===== src/core/itix_pkg.sv =====
// Constants, field layout and opcode encodings for the indicator test and index execution block.
package itix_pkg;

    // ************************************************************
    // Word and field layout (word bit 35 is the sign position)
    // ************************************************************
    localparam int WORD_W = 36;
    localparam int XR_W = 15;
    localparam int HALF_W = 18;
    localparam int NUM_XR = 3;
    localparam int SIGN_BIT = 35;
    localparam int OPC_LSB = 24;
    localparam int OPC_W = 11;
    localparam int PFX_LSB = 33;
    localparam int PFX_W = 2;
    localparam int DEC_LSB = 18;
    localparam int TAG_LSB = 15;
    localparam int TAG_W = 3;
    localparam int ADDR_LSB = 0;
    localparam int CF_LSB = 0;

    // ************************************************************
    // Operation codes (sign selects between paired operations)
    // ************************************************************
    localparam logic [OPC_W-1:0] OPC_FULL_ON = 11'h126;
    localparam logic [OPC_W-1:0] OPC_FULL_OFF = 11'h124;
    localparam logic [OPC_W-1:0] OPC_HALF_ON = 11'h02e;
    localparam logic [OPC_W-1:0] OPC_HALF_OFF = 11'h02c;
    localparam logic [OPC_W-1:0] OPC_LINK = 11'h03c;
    localparam logic [OPC_W-1:0] OPC_PLACE = 11'h1dc;
    localparam logic [OPC_W-1:0] OPC_PLACE_CPL = 11'h1df;
    localparam logic [PFX_W-1:0] PFX_NONE = 2'h0;
    localparam logic [PFX_W-1:0] PFX_INCR = 2'h1;
    localparam logic [PFX_W-1:0] PFX_LOOP = 2'h2;
    localparam logic [PFX_W-1:0] PFX_CMP = 2'h3;

    // ************************************************************
    // Counter steps and reset values
    // ************************************************************
    localparam logic [XR_W-1:0] IC_STEP = 15'h0001;
    localparam logic [XR_W-1:0] SKIP_STEP = 15'h0002;
    localparam logic [XR_W-1:0] XR_RESET = 15'h0000;
    localparam logic [WORD_W-1:0] WORD_RESET = 36'h000000000;

    typedef enum logic [2:0] {
        ST_IDLE = 3'h0,
        ST_ICYC = 3'h1,
        ST_ECYC = 3'h3,
        ST_LOG1 = 3'h2,
        ST_LOG2 = 3'h6
    } itix_state_t;

    typedef enum logic [3:0] {
        OP_NONE,
        OP_FULL_WORD_ON_TEST,
        OP_FULL_WORD_OFF_TEST,
        OP_RIGHT_HALF_ON_TEST,
        OP_LEFT_HALF_ON_TEST,
        OP_RIGHT_HALF_OFF_TEST,
        OP_LEFT_HALF_OFF_TEST,
        OP_INCREMENT_AND_JUMP,
        OP_COUNT_DOWN_LOOP_JUMP,
        OP_COUNT_DOWN_EXIT_JUMP,
        OP_JUMP_IF_INDEX_ABOVE,
        OP_JUMP_IF_INDEX_AT_OR_BELOW,
        OP_JUMP_AND_LINK_INDEX,
        OP_LOAD_INDEX_FROM_ADDR_FIELD,
        OP_LOAD_INDEX_FROM_COUNT_FIELD,
        OP_LOAD_INDEX_NEGATED_ADDR
    } itix_op_t;

    function automatic logic [XR_W-1:0] f_addr(input logic [WORD_W-1:0] w);
        f_addr = w[ADDR_LSB +: XR_W];
    endfunction

    function automatic logic [XR_W-1:0] f_dec(input logic [WORD_W-1:0] w);
        f_dec = w[DEC_LSB +: XR_W];
    endfunction

    function automatic logic [HALF_W-1:0] f_cf(input logic [WORD_W-1:0] w);
        f_cf = w[CF_LSB +: HALF_W];
    endfunction

endpackage


===== src/core/itix_adder.sv =====
// Ripple-style adder slice with carry in and carry out of the top position.
`timescale 1ns/1ps
module itix_adder #(
    parameter int WIDTH = 15
) (
    input wire logic [WIDTH-1:0] a_i,
    input wire logic [WIDTH-1:0] b_i,
    input wire logic carry_i,
    output wire logic [WIDTH-1:0] sum_o,
    output wire logic carry_o
);
    logic [WIDTH:0] full_w;

    assign full_w = {1'b0, a_i} + {1'b0, b_i} + {{WIDTH{1'b0}}, carry_i};
    assign sum_o = full_w[WIDTH-1:0];
    assign carry_o = full_w[WIDTH];
endmodule


===== src/core/itix_exec.sv =====
// Execution sequencer for indicator tests and index register transfers.
`timescale 1ns/1ps
// Functional notes
// - Full-word on-test skips when every test-word one meets an indicator one.
// - Full-word tests take one storage fetch cycle then two logic cycles.
// - Complemented test word ORed with indicators; carry out of top means skip.
// - Full-word off-test ORs with complemented indicators instead.
// - Right-half on-test compares control field against indicator bits 18-35.
// - Left-half on-test compares control field against indicator bits 0-17.
// - Right-half off-test skips when control field ones meet indicator zeros.
// - Left-half off-test as above on bits 0-17; field and indicators untouched.
// - Three index registers of fifteen bits each.
// - Tag bits 18-20 pick any set of index registers during the I cycle.
// - Index output reaches adders complemented with carry in, giving negation.
// - Increment-and-jump adds decrement to index and always jumps.
// - Loop jump: index above decrement reduces and jumps, else falls through.
// - No carry from decrement plus negated index means index is greater.
// - Exit jump: index above reduces and falls through, else jumps unreduced.
// - Jump-if-above never writes the index register.
// - Jump-if-at-or-below jumps when index not above, index unchanged.
// - Jump-and-link loads negated instruction location then jumps.
// - Load from address field copies accumulator bits 21-35 true.
// - Load from count field copies accumulator bits 3-17 true.
// - Load negated address loads two's complement of accumulator bits 21-35.
// - Address field sits in word bits 21-35.
// - Decrement field sits in word bits 3-17.
module itix_exec (
    input wire logic core_clk_i,
    input wire logic rst_i,
    input wire logic start_i,
    input wire logic [itix_pkg::WORD_W-1:0] storage_bus_i,
    input wire logic [itix_pkg::XR_W-1:0] ic_i,
    input wire logic [itix_pkg::WORD_W-1:0] acc_i,
    input wire logic [itix_pkg::WORD_W-1:0] ind_i,
    output logic busy_o,
    output logic mem_rd_o,
    output logic [itix_pkg::XR_W-1:0] mem_addr_o,
    output logic done_o,
    output logic [itix_pkg::XR_W-1:0] next_ic_o,
    output logic [itix_pkg::XR_W-1:0] index_reg_a_o,
    output logic [itix_pkg::XR_W-1:0] index_reg_b_o,
    output logic [itix_pkg::XR_W-1:0] index_reg_c_o
);
    import itix_pkg::*;

    // ************************************************************
    // State and datapath registers
    // ************************************************************
    itix_state_t state_q, state_d;
    itix_op_t op_q;
    logic [WORD_W-1:0] instr_q, acc_q, ind_q, test_q, storage_register_q;
    logic [TAG_W-1:0] tag_q;
    logic [XR_W-1:0] ic_q, next_ic_q, mem_addr_q;
    logic [XR_W-1:0] index_reg_q [NUM_XR];
    logic done_q, mem_rd_q, busy_q;

    // ************************************************************
    // Instruction decode from the storage bus
    // ************************************************************
    logic sign_w;
    logic [OPC_W-1:0] opc_w;
    logic [PFX_W-1:0] pfx_w;
    itix_op_t op_dec_w;

    assign sign_w = storage_bus_i[SIGN_BIT];
    assign opc_w = storage_bus_i[OPC_LSB +: OPC_W];
    assign pfx_w = storage_bus_i[PFX_LSB +: PFX_W];
    assign op_dec_w =
        (pfx_w == PFX_INCR && !sign_w) ? OP_INCREMENT_AND_JUMP :
        (pfx_w == PFX_LOOP) ? (sign_w ? OP_COUNT_DOWN_EXIT_JUMP : OP_COUNT_DOWN_LOOP_JUMP) :
        (pfx_w == PFX_CMP) ? (sign_w ? OP_JUMP_IF_INDEX_AT_OR_BELOW : OP_JUMP_IF_INDEX_ABOVE) :
        (pfx_w != PFX_NONE) ? OP_NONE :
        (opc_w == OPC_FULL_ON && !sign_w) ? OP_FULL_WORD_ON_TEST :
        (opc_w == OPC_FULL_OFF && !sign_w) ? OP_FULL_WORD_OFF_TEST :
        (opc_w == OPC_HALF_ON) ? (sign_w ? OP_LEFT_HALF_ON_TEST : OP_RIGHT_HALF_ON_TEST) :
        (opc_w == OPC_HALF_OFF) ? (sign_w ? OP_LEFT_HALF_OFF_TEST : OP_RIGHT_HALF_OFF_TEST) :
        (opc_w == OPC_LINK && !sign_w) ? OP_JUMP_AND_LINK_INDEX :
        (opc_w == OPC_PLACE) ? (sign_w ? OP_LOAD_INDEX_FROM_COUNT_FIELD : OP_LOAD_INDEX_FROM_ADDR_FIELD) :
        (opc_w == OPC_PLACE_CPL && !sign_w) ? OP_LOAD_INDEX_NEGATED_ADDR : OP_NONE;

    // ************************************************************
    // Operation classes
    // ************************************************************
    logic is_full_w, is_half_w, is_off_w, is_left_w, is_right_w, is_index_l_w, is_place_w;

    assign is_full_w = (op_q == OP_FULL_WORD_ON_TEST) || (op_q == OP_FULL_WORD_OFF_TEST);
    assign is_left_w = (op_q == OP_LEFT_HALF_ON_TEST) || (op_q == OP_LEFT_HALF_OFF_TEST);
    assign is_right_w = (op_q == OP_RIGHT_HALF_ON_TEST) || (op_q == OP_RIGHT_HALF_OFF_TEST);
    assign is_half_w = is_left_w || is_right_w;
    assign is_off_w = (op_q == OP_FULL_WORD_OFF_TEST) || (op_q == OP_RIGHT_HALF_OFF_TEST) ||
                      (op_q == OP_LEFT_HALF_OFF_TEST);
    assign is_index_l_w = (op_q == OP_INCREMENT_AND_JUMP) || (op_q == OP_COUNT_DOWN_LOOP_JUMP) ||
                          (op_q == OP_COUNT_DOWN_EXIT_JUMP) || (op_q == OP_JUMP_IF_INDEX_ABOVE) ||
                          (op_q == OP_JUMP_IF_INDEX_AT_OR_BELOW) || (op_q == OP_JUMP_AND_LINK_INDEX);
    assign is_place_w = (op_q == OP_LOAD_INDEX_FROM_ADDR_FIELD) ||
                        (op_q == OP_LOAD_INDEX_FROM_COUNT_FIELD) || (op_q == OP_LOAD_INDEX_NEGATED_ADDR);

    // ************************************************************
    // Indicator test datapath
    // ************************************************************
    logic [WORD_W-1:0] mask_w, ind_term_w, or_w;
    logic all_ones_w;

    assign mask_w = is_full_w ? test_q :
                    is_left_w ? {f_cf(instr_q), {HALF_W{1'b0}}} :
                    {{HALF_W{1'b0}}, f_cf(instr_q)};
    assign ind_term_w = is_off_w ? ~ind_q : ind_q;
    assign or_w = ~mask_w | ind_term_w;

    // carry out of the top position marks all ones.
    itix_adder #(
        .WIDTH(WORD_W)
    ) u_ones_adder (
        .a_i(storage_register_q),
        .b_i(WORD_RESET),
        .carry_i(1'b1),
        .sum_o(),
        .carry_o(all_ones_w)
    );

    // ************************************************************
    // Index datapath
    // ************************************************************
    logic [XR_W-1:0] dec_w, addr_w, xsel_w, xr_cpl_w, cmp_sum_w;
    logic [XR_W-1:0] b_a_w, b_b_w, b_sum_w, xr_wr_val_w;
    logic cmp_carry_w, b_cin_w, x_above_w, xr_wr_w;

    assign dec_w = f_dec(instr_q);
    assign addr_w = f_addr(instr_q);
    // Several selected registers are read as the OR of their contents.
    assign xsel_w = ({XR_W{tag_q[0]}} & index_reg_q[0]) | ({XR_W{tag_q[1]}} & index_reg_q[1]) |
                    ({XR_W{tag_q[2]}} & index_reg_q[2]);
    assign xr_cpl_w = ~xsel_w;

    itix_adder #(
        .WIDTH(XR_W)
    ) u_cmp_adder (
        .a_i(dec_w),
        .b_i(xr_cpl_w),
        .carry_i(1'b1),
        .sum_o(cmp_sum_w),
        .carry_o(cmp_carry_w)
    );
    assign x_above_w = ~cmp_carry_w;

    // The second pass re-complements; this mirrors cycling a value back through the adders.
    assign b_a_w = (op_q == OP_INCREMENT_AND_JUMP) ? dec_w :
                   (op_q == OP_COUNT_DOWN_LOOP_JUMP || op_q == OP_COUNT_DOWN_EXIT_JUMP) ? ~cmp_sum_w :
                   (op_q == OP_JUMP_AND_LINK_INDEX) ? ~ic_q :
                   (op_q == OP_LOAD_INDEX_NEGATED_ADDR) ? ~f_addr(acc_q) : XR_RESET;
    // true index from the complemented output
    assign b_b_w = (op_q == OP_INCREMENT_AND_JUMP) ? ~xr_cpl_w : XR_RESET;
    assign b_cin_w = (op_q != OP_INCREMENT_AND_JUMP);

    itix_adder #(
        .WIDTH(XR_W)
    ) u_cycle_adder (
        .a_i(b_a_w),
        .b_i(b_b_w),
        .carry_i(b_cin_w),
        .sum_o(b_sum_w),
        .carry_o()
    );

    assign xr_wr_val_w = (op_q == OP_LOAD_INDEX_FROM_ADDR_FIELD) ? f_addr(acc_q) :
                         (op_q == OP_LOAD_INDEX_FROM_COUNT_FIELD) ? f_dec(acc_q) : b_sum_w;
    // write on place, increment and link; loop and exit write only where reduction is due
    assign xr_wr_w = (state_q == ST_ICYC && is_place_w) ||
                     (state_q == ST_LOG1 && ((op_q == OP_INCREMENT_AND_JUMP) ||
                      (op_q == OP_JUMP_AND_LINK_INDEX) ||
                      ((op_q == OP_COUNT_DOWN_LOOP_JUMP || op_q == OP_COUNT_DOWN_EXIT_JUMP) && x_above_w)));

    // ************************************************************
    // Sequencing and next location
    // ************************************************************
    logic [XR_W-1:0] ic_plus1_w, ic_plus2_w, next_ic_w;
    logic jump_w, finish_w;

    assign ic_plus1_w = ic_q + IC_STEP;
    assign ic_plus2_w = ic_q + SKIP_STEP;
    assign jump_w = (op_q == OP_INCREMENT_AND_JUMP) || (op_q == OP_JUMP_AND_LINK_INDEX) ||
                    ((op_q == OP_COUNT_DOWN_LOOP_JUMP || op_q == OP_JUMP_IF_INDEX_ABOVE) && x_above_w) ||
                    ((op_q == OP_COUNT_DOWN_EXIT_JUMP || op_q == OP_JUMP_IF_INDEX_AT_OR_BELOW) && !x_above_w);
    assign next_ic_w = (state_q == ST_LOG2) ? (all_ones_w ? ic_plus2_w : ic_plus1_w) :
                       (state_q == ST_LOG1 && jump_w) ? addr_w : ic_plus1_w;
    assign finish_w = (state_q == ST_ICYC && !is_full_w && !is_half_w && !is_index_l_w) ||
                      (state_q == ST_LOG1 && is_index_l_w) || (state_q == ST_LOG2);

    always_comb begin
        state_d = state_q;
        case (state_q)
            ST_IDLE: begin
                if (start_i) begin
                    state_d = ST_ICYC;
                end
            end
            ST_ICYC: begin
                if (is_full_w) begin
                    state_d = ST_ECYC;
                end else if (is_half_w || is_index_l_w) begin
                    state_d = ST_LOG1;
                end else begin
                    state_d = ST_IDLE;
                end
            end
            ST_ECYC: state_d = ST_LOG1;
            ST_LOG1: state_d = (is_full_w || is_half_w) ? ST_LOG2 : ST_IDLE;
            ST_LOG2: state_d = ST_IDLE;
            default: state_d = ST_IDLE;
        endcase
    end

    // Indicators and accumulator are sampled once at start and never written back.
    always_ff @(posedge core_clk_i) begin
        if (rst_i) begin
            state_q <= ST_IDLE;
            op_q <= OP_NONE;
            instr_q <= WORD_RESET;
            acc_q <= WORD_RESET;
            ind_q <= WORD_RESET;
            ic_q <= XR_RESET;
            tag_q <= '0;
        end else begin
            state_q <= state_d;
            if (state_q == ST_IDLE && start_i) begin
                op_q <= op_dec_w;
                instr_q <= storage_bus_i;
                acc_q <= acc_i;
                ind_q <= ind_i;
                ic_q <= ic_i;
                // tag triggers set from the storage bus
                tag_q <= storage_bus_i[TAG_LSB +: TAG_W];
            end
        end
    end

    always_ff @(posedge core_clk_i) begin
        if (rst_i) begin
            test_q <= WORD_RESET;
            storage_register_q <= WORD_RESET;
            mem_rd_q <= 1'b0;
            busy_q <= 1'b0;
            mem_addr_q <= XR_RESET;
            done_q <= 1'b0;
            next_ic_q <= XR_RESET;
        end else begin
            mem_rd_q <= (state_d == ST_ECYC);
            // Busy is registered from the next state so that it leaves a flip-flop.
            busy_q <= (state_d != ST_IDLE);
            if (state_q == ST_ICYC) begin
                mem_addr_q <= addr_w;
            end
            if (state_q == ST_ECYC) begin
                test_q <= storage_bus_i;
            end
            if (state_q == ST_LOG1) begin
                storage_register_q <= or_w;
            end
            done_q <= finish_w;
            if (finish_w) begin
                next_ic_q <= next_ic_w;
            end
        end
    end

    always_ff @(posedge core_clk_i) begin
        for (int i = 0; i < NUM_XR; i++) begin
            if (rst_i) begin
                index_reg_q[i] <= XR_RESET;
            end else if (xr_wr_w && tag_q[i]) begin
                index_reg_q[i] <= xr_wr_val_w;
            end
        end
    end

    assign busy_o = busy_q;
    assign mem_rd_o = mem_rd_q;
    assign mem_addr_o = mem_addr_q;
    assign done_o = done_q;
    assign next_ic_o = next_ic_q;
    assign index_reg_a_o = index_reg_q[0];
    assign index_reg_b_o = index_reg_q[1];
    assign index_reg_c_o = index_reg_q[2];
endmodule


===== config.mk =====
export PLATFORM = sky130hd
export DESIGN_NAME = itix_exec
export DESIGN_NICKNAME = d
export VERILOG_FILES = /design/src/core/itix_pkg.sv /design/src/core/itix_adder.sv /design/src/core/itix_exec.sv
export SDC_FILE = /design/constraint.sdc
export NUM_CORES = 1
export LEC_CHECK = 0
export CAP_MARGIN = 10
export CORE_MARGIN = 1.5
export CORE_UTILIZATION = 45
export DETAILED_ROUTE_END_ITERATION = 16
export DONT_BUFFER_PORTS = 1
export GPL_ROUTABILITY_DRIVEN = 0
export SLEW_MARGIN = 30
export SYNTH_ARGS = -nofsm -noshare
export SYNTH_HDL_FRONTEND = slang
export SYNTH_SLANG_ARGS = --single-unit

===== constraint.sdc =====
create_clock -name core_clk_i -period 4.85 [get_ports core_clk_i]
set_clock_uncertainty 0.1 [all_clocks]
set_input_delay 0.7275 -clock core_clk_i [delete_from_list [all_inputs] [get_ports core_clk_i]]
set_output_delay 0.7275 -clock core_clk_i [all_outputs]
set_load 0.05 [all_outputs]

After elaboration in Yosys (flattened, before gate mapping):

Memory sizes are Yosys's and may differ from the RTL's.
Cells that the tools add are included.

* $add $sub $neg: 7
* equality and inequality tests: 31
* mux-type cells: 48
* bitwise gates (word level): 17
* reduce and logical (&&, ||, !) cells: 51

Operator list (number)
* $mux W15: 13
* $mux W36: 3
* $not A15 Y15: 5
* $not A36 Y36: 2
* $and A15 B15 Y15: 3
* $eq A11 B9 Y1 const B: 4
* $mux W4: 11
* $add A36 B1 Y37 const B: 1
* $or A36 B36 Y36: 1
* $eq A11 B6 Y1 const B: 3
* $eq A4 B4 Y1 const B: 8
* $or A15 B15 Y15: 2
* $logic_or A1 B1 Y1: 25
* $logic_and A1 B1 Y1: 19
* $add A15 B15 Y16: 1
* $add A16 B1 Y16 const B: 1
* $eq A4 B3 Y1 const B: 4
* $add A15 B1 Y15: 1
* $add A15 B1 Y15 const B: 1
* $add A15 B15 Y15: 1
* $add A15 B2 Y15 const B: 1
* $mux W1: 13
* $pmux W3 S4: 1
* $eq A3 B2 Y1 const B: 3
* 15 further kinds: 27

* register bits after elaboration: 232
* memory bits (writable): 45
* input port bits: 126
* output and inout bits: 78
* memories: 1

Memories
* index_reg_q: depth 3, bits a word 15, read ports 3, clocked after Yosys merged registers in 0, write ports 3, line itix_exec.sv:54 `logic [XR_W-1:0] index_reg_q [NUM_XR];`

Depth between registers and ports, before layout:

An unclocked memory read counts as a cell.

* word-level depth: 17
* mapped depth: 22

Cells and area by module:

A second synthesis with hierarchy kept.

* cells, all modules: 2026
* area, all modules: 15860.2 µm²

Modules (own cells, without submodules)
* itix_exec: instances 1, cells an instance 1533, area an instance 12351.8 µm²
* itix_adder at u_ones_adder: instances 1, cells an instance 289, area an instance 2023.2 µm²
* itix_adder at u_cmp_adder: instances 1, cells an instance 103, area an instance 749.5 µm²
* itix_adder at u_cycle_adder: instances 1, cells an instance 101, area an instance 735.7 µm²

Worst setup path before layout:

No wires, ideal clock.

* kind: reg-to-reg
* start: memory index_reg_q[0][1]
* end: memory index_reg_q[0][13], data pin
* arrival time: 4252 ps
* slack: 234 ps
* cell stages (with the launch flop): 20
* clock period less this slack: 4616 ps
* path through: edfxtp_1 > a222oi_1 > inv_1 > fa_1 > nor2b_1 > o21ai_0 > a21boi_0 > o21ai_0 > nand2b_1 > a21o_1 > xnor2_1 > nand2_1 > a21oi_1 > ha_1 > or3_1 > o21ai_0 > a211oi_1 > or3_1 > a21oi_1 > nor3_1

RTL lines (line)
* start, declared: itix_exec.sv:54

==> reports/metrics.csv <==
stage,metric,value,unit
outcome,outcome,"finished, final reports clean",
setup_path,critPathSlowestCell,a222oi_1,
placed_design,place_ws,0.0398,ns
routing,drt_first_pass_iters,6,
timing,worst_pin_slew,0.886,ns
routing,vias,12500,
floorplan,core,29700,sq um
setup_path,end_kind,flip-flop,
final_layout,final_cells,2131,
floorplan,die_x,177,microns
timing,holdWs,0.131,ns
routing,ant_nets,0,
floorplan,die_height,177,microns
cts,clkSlewWorstSetupHoldPaths,0.06,ns
setup_path,crit_chain,a222oi_1 -> buf_4 -> inv_1 -> fa_1 -> nor2b_1 -> o21ai_1 -> a21boi_1 -> buf_4 -> o21ai_0 -> nand2b_1 -> a21o_1 -> xnor2_1 -> nand2_1 -> a21oi_1 -> ha_1 -> or3_1 -> o21ai_0 -> a211oi_1 -> or3_1 -> a21oi_2 -> nor3_1,
synthesis,yosys_warnings,0,
synthesis,synthTopCellsByArea,"dfxtp_1 33%, nand2_1 11%, edfxtp_1 9.9%",
floorplan,pin_count,204,
synthesis,yosys_register_bits,271,
synthesis,synth.cell_area,13600,sq um
global_route,grt_pass1_vias,11300,
setup_path,start_kind,flip-flop,
min_path,hold_path_class,input pin to flip-flop,
synthesis,ys_seq_area_share,43.2,%
placed_design,dp.cells,2075,
floorplan,die_area,31300,sq um
floorplan,rows,63,
synthesis,synth_top_area_share,33.3,%
routing,viasPerCell,5.88,
min_path,min_path_cells,1,
final_layout,fin_area,15200,sq um
cts,ctsHtreeMaxLevel,1,
power,powerDensity,388,nW/um^2
setup_path,cp.required,5.04,ns
setup_path,worstRegToRegCells,21,
setup_path,arrival,4.76,ns
cts,root_buffer,clkbuf_16,
timing,fmax,219,MHz
cts,numCtsBuffers,30,
routing,drcViolationCount,0,
power,p_leak,5.70,nW
global_route,grt_busiest_layer,met2,
global_route,grt_usage,27.9,%
synthesis,synth.avg_cell_area,7.82,sq um
global_route,grt_max_degree,224,
synthesis,netlist_instances,1738,
floorplan,start_util,45.7,%
routing,detail_route.iter0.violations,1299,
setup_path,max_stage_delay,0.47,ns
routing,wl_per_cell,20.9,microns
placed_design,place_area,14200,sq um
cts,clockBufferDepth,3,
synthesis,synthFlopType,dfxtp_1,
timing,period_needed,4.57,ns
timing,finalSetupTns,0,ns
placed_design,hpwl,30.9,mm
global_route,antenna_found_initial,0,
global_route,grt_pass1_wl,67.3,mm
setup_path,path_class,flip-flop to flip-flop,
global_route,grt-ovfl-total,0,
cts,clk_latency,0.58,ns
timing,final_hold_viol_count,0,
timing,max_slew_margin,40.9,%
placed_design,io_buffers,0,
timing,fin_crit_sh,94.3,%
global_route,use_met1,40.5,%
final_layout,diodes,0,
timing,setup_slack,0.279,ns
cts,numClockSinks,271,
cts,cts_tree,built,
synthesis,synth_cell_type_count,68,
synthesis,synthArstFlopShare,0,%
routing,drt_wl_total,44.6,mm
global_route,grt.met2_usage,40.9,%
synthesis,post-synth-top-area-cell,dfxtp_1,
final_layout,area_growth,12.0,%
job,drv_cap,0,
final_layout,finalNetCount,1878,
timing,setup_viol,0,
timing,slew_viol_final,0,
synthesis,synth_edf_count,45,
power,ir_worst_vdd,0.277,mV
final_layout,drive_gt1_share,8.62,%
global_route,met3_usage,6.74,%
setup_path,critPathMaxFanout,9,
synthesis,syn_nets,1897,
## layer usage
| layer | share of wire (%) | routed length [microns] |
|---|---|---|
| met2 | 43 | 19000 |
| met5 | 0 | 0 |
| met3 | 9.7 | 4330 |
| met1 | 45 | 20100 |
| met4 | 2.6 | 1160 |
## worst paths after layout
| kind | startpoint | end | slack [ns] |
|---|---|---|---|
| worst min-delay path | rst_i | ic_q[8]$_SDFFE_PP0P_ | 0.13 |
| worst min register to register | test_q[19]$_SDFFE_PP0N_ | test_q[19]$_SDFFE_PP0N_ | 0.35 |
| worst max-delay path | instr_q[15]$_SDFFE_PP0P_ | index_reg_q[0][13]$_SDFFCE_PN0P_ | 0.28 |
| worst max register to register | instr_q[15]$_SDFFE_PP0P_ | index_reg_q[0][13]$_SDFFCE_PN0P_ | 0.28 |
## worst max-delay path: cells and delay by family (launching register included)
kind	cells	cell delay [ns]
compound gates	9	1.53
xor+xnor	1	0.12
fa+ha+maj	2	0.68
buf+inv	3	0.41
flops	1	0.38
simple gates	6	1.06
## state kept, by name (all words and copies together) (netlist names), 4 cells and up
name / flops
test_q: 36
ind_q: 36
op_q: 4
next_ic_o: 15
mem_addr_o: 15
instr_q: 33
index_reg_q: 45
acc_q: 30
ic_q: 15
storage_register_q: 36
## through the flow
step                power [mW]  util, %
floorplan                 3.37        -
global placement          3.65     47.8
detailed placement        3.66     47.8
CTS                       5.93     51.1
global route              6.15     51.3
finish                    5.91     51.3
## kinds of logic (layout without fill, tap and decap cells)
kind of cell               Yosys count  after routing  share of synthesized area [%]
AOI/OAI and AO/OA                  430            430                           19.1
muxes                               10             10                          0.764
DFF                                271            271                           43.2
adders and majority gates           33             33                           3.20
xor gates and xnor gates            72             72                           4.64
and+or+nand+nor                    781            781                           25.1
buffers and inverters              141            144                           4.02
## placed cells by master, fill, tap and decap left out, drive strengths merged, types with 45 or more instances in the layout
cell type / synthesis / final
nand2: 400 / 400
nor2: 161 / 161
a21oi: 229 / 229
dfxtp: 226 / 226
o21ai: 48 / 48
clkbuf: 111 / 45
buf: 16 / 76
nor3: 100 / 100
edfxtp: 45 / 45
xor2: 49 / 49
## power breakdown
group	internal, mW	switching [mW]
Sequential	2.43	0.246
Combinational	0.357	0.612
Clock	1.31	0.958
## repair_timing
item / 4_1_cts / 5_1_grt
hold buffers: 0 / 0
setup endpoints to repair: 0 / 20
resized for setup: 0 / 7
endpoints found under the hold margin: 0 / 0
buffers inserted: 0 / 1
## cell type report
| type | count | area [sq um] |
|---|---|---|
| fill | 2902 | 14500 |
| multi-input combinational | 1326 | 7230 |
| sequential | 271 | 5880 |
| clock buffer | 45 | 920 |
| timing repair buffer | 76 | 583 |
| tap | 390 | 488 |
| clock inverter | 9 | 83.8 |
| inverter | 14 | 52.6 |
## cells in the mapped netlist, types with 23 or more instances
library cell    n
nand2_1       400
nor2_1        161
xnor2_1        23
ha_1           30
clkbuf_1      111
a21oi_1       229
xor2_1         49
dfxtp_1       226
nor3_1         98
a22oi_1        30
o21ai_0        46
edfxtp_1       45
No activity file was read; power rests on OpenSTA's default activity.
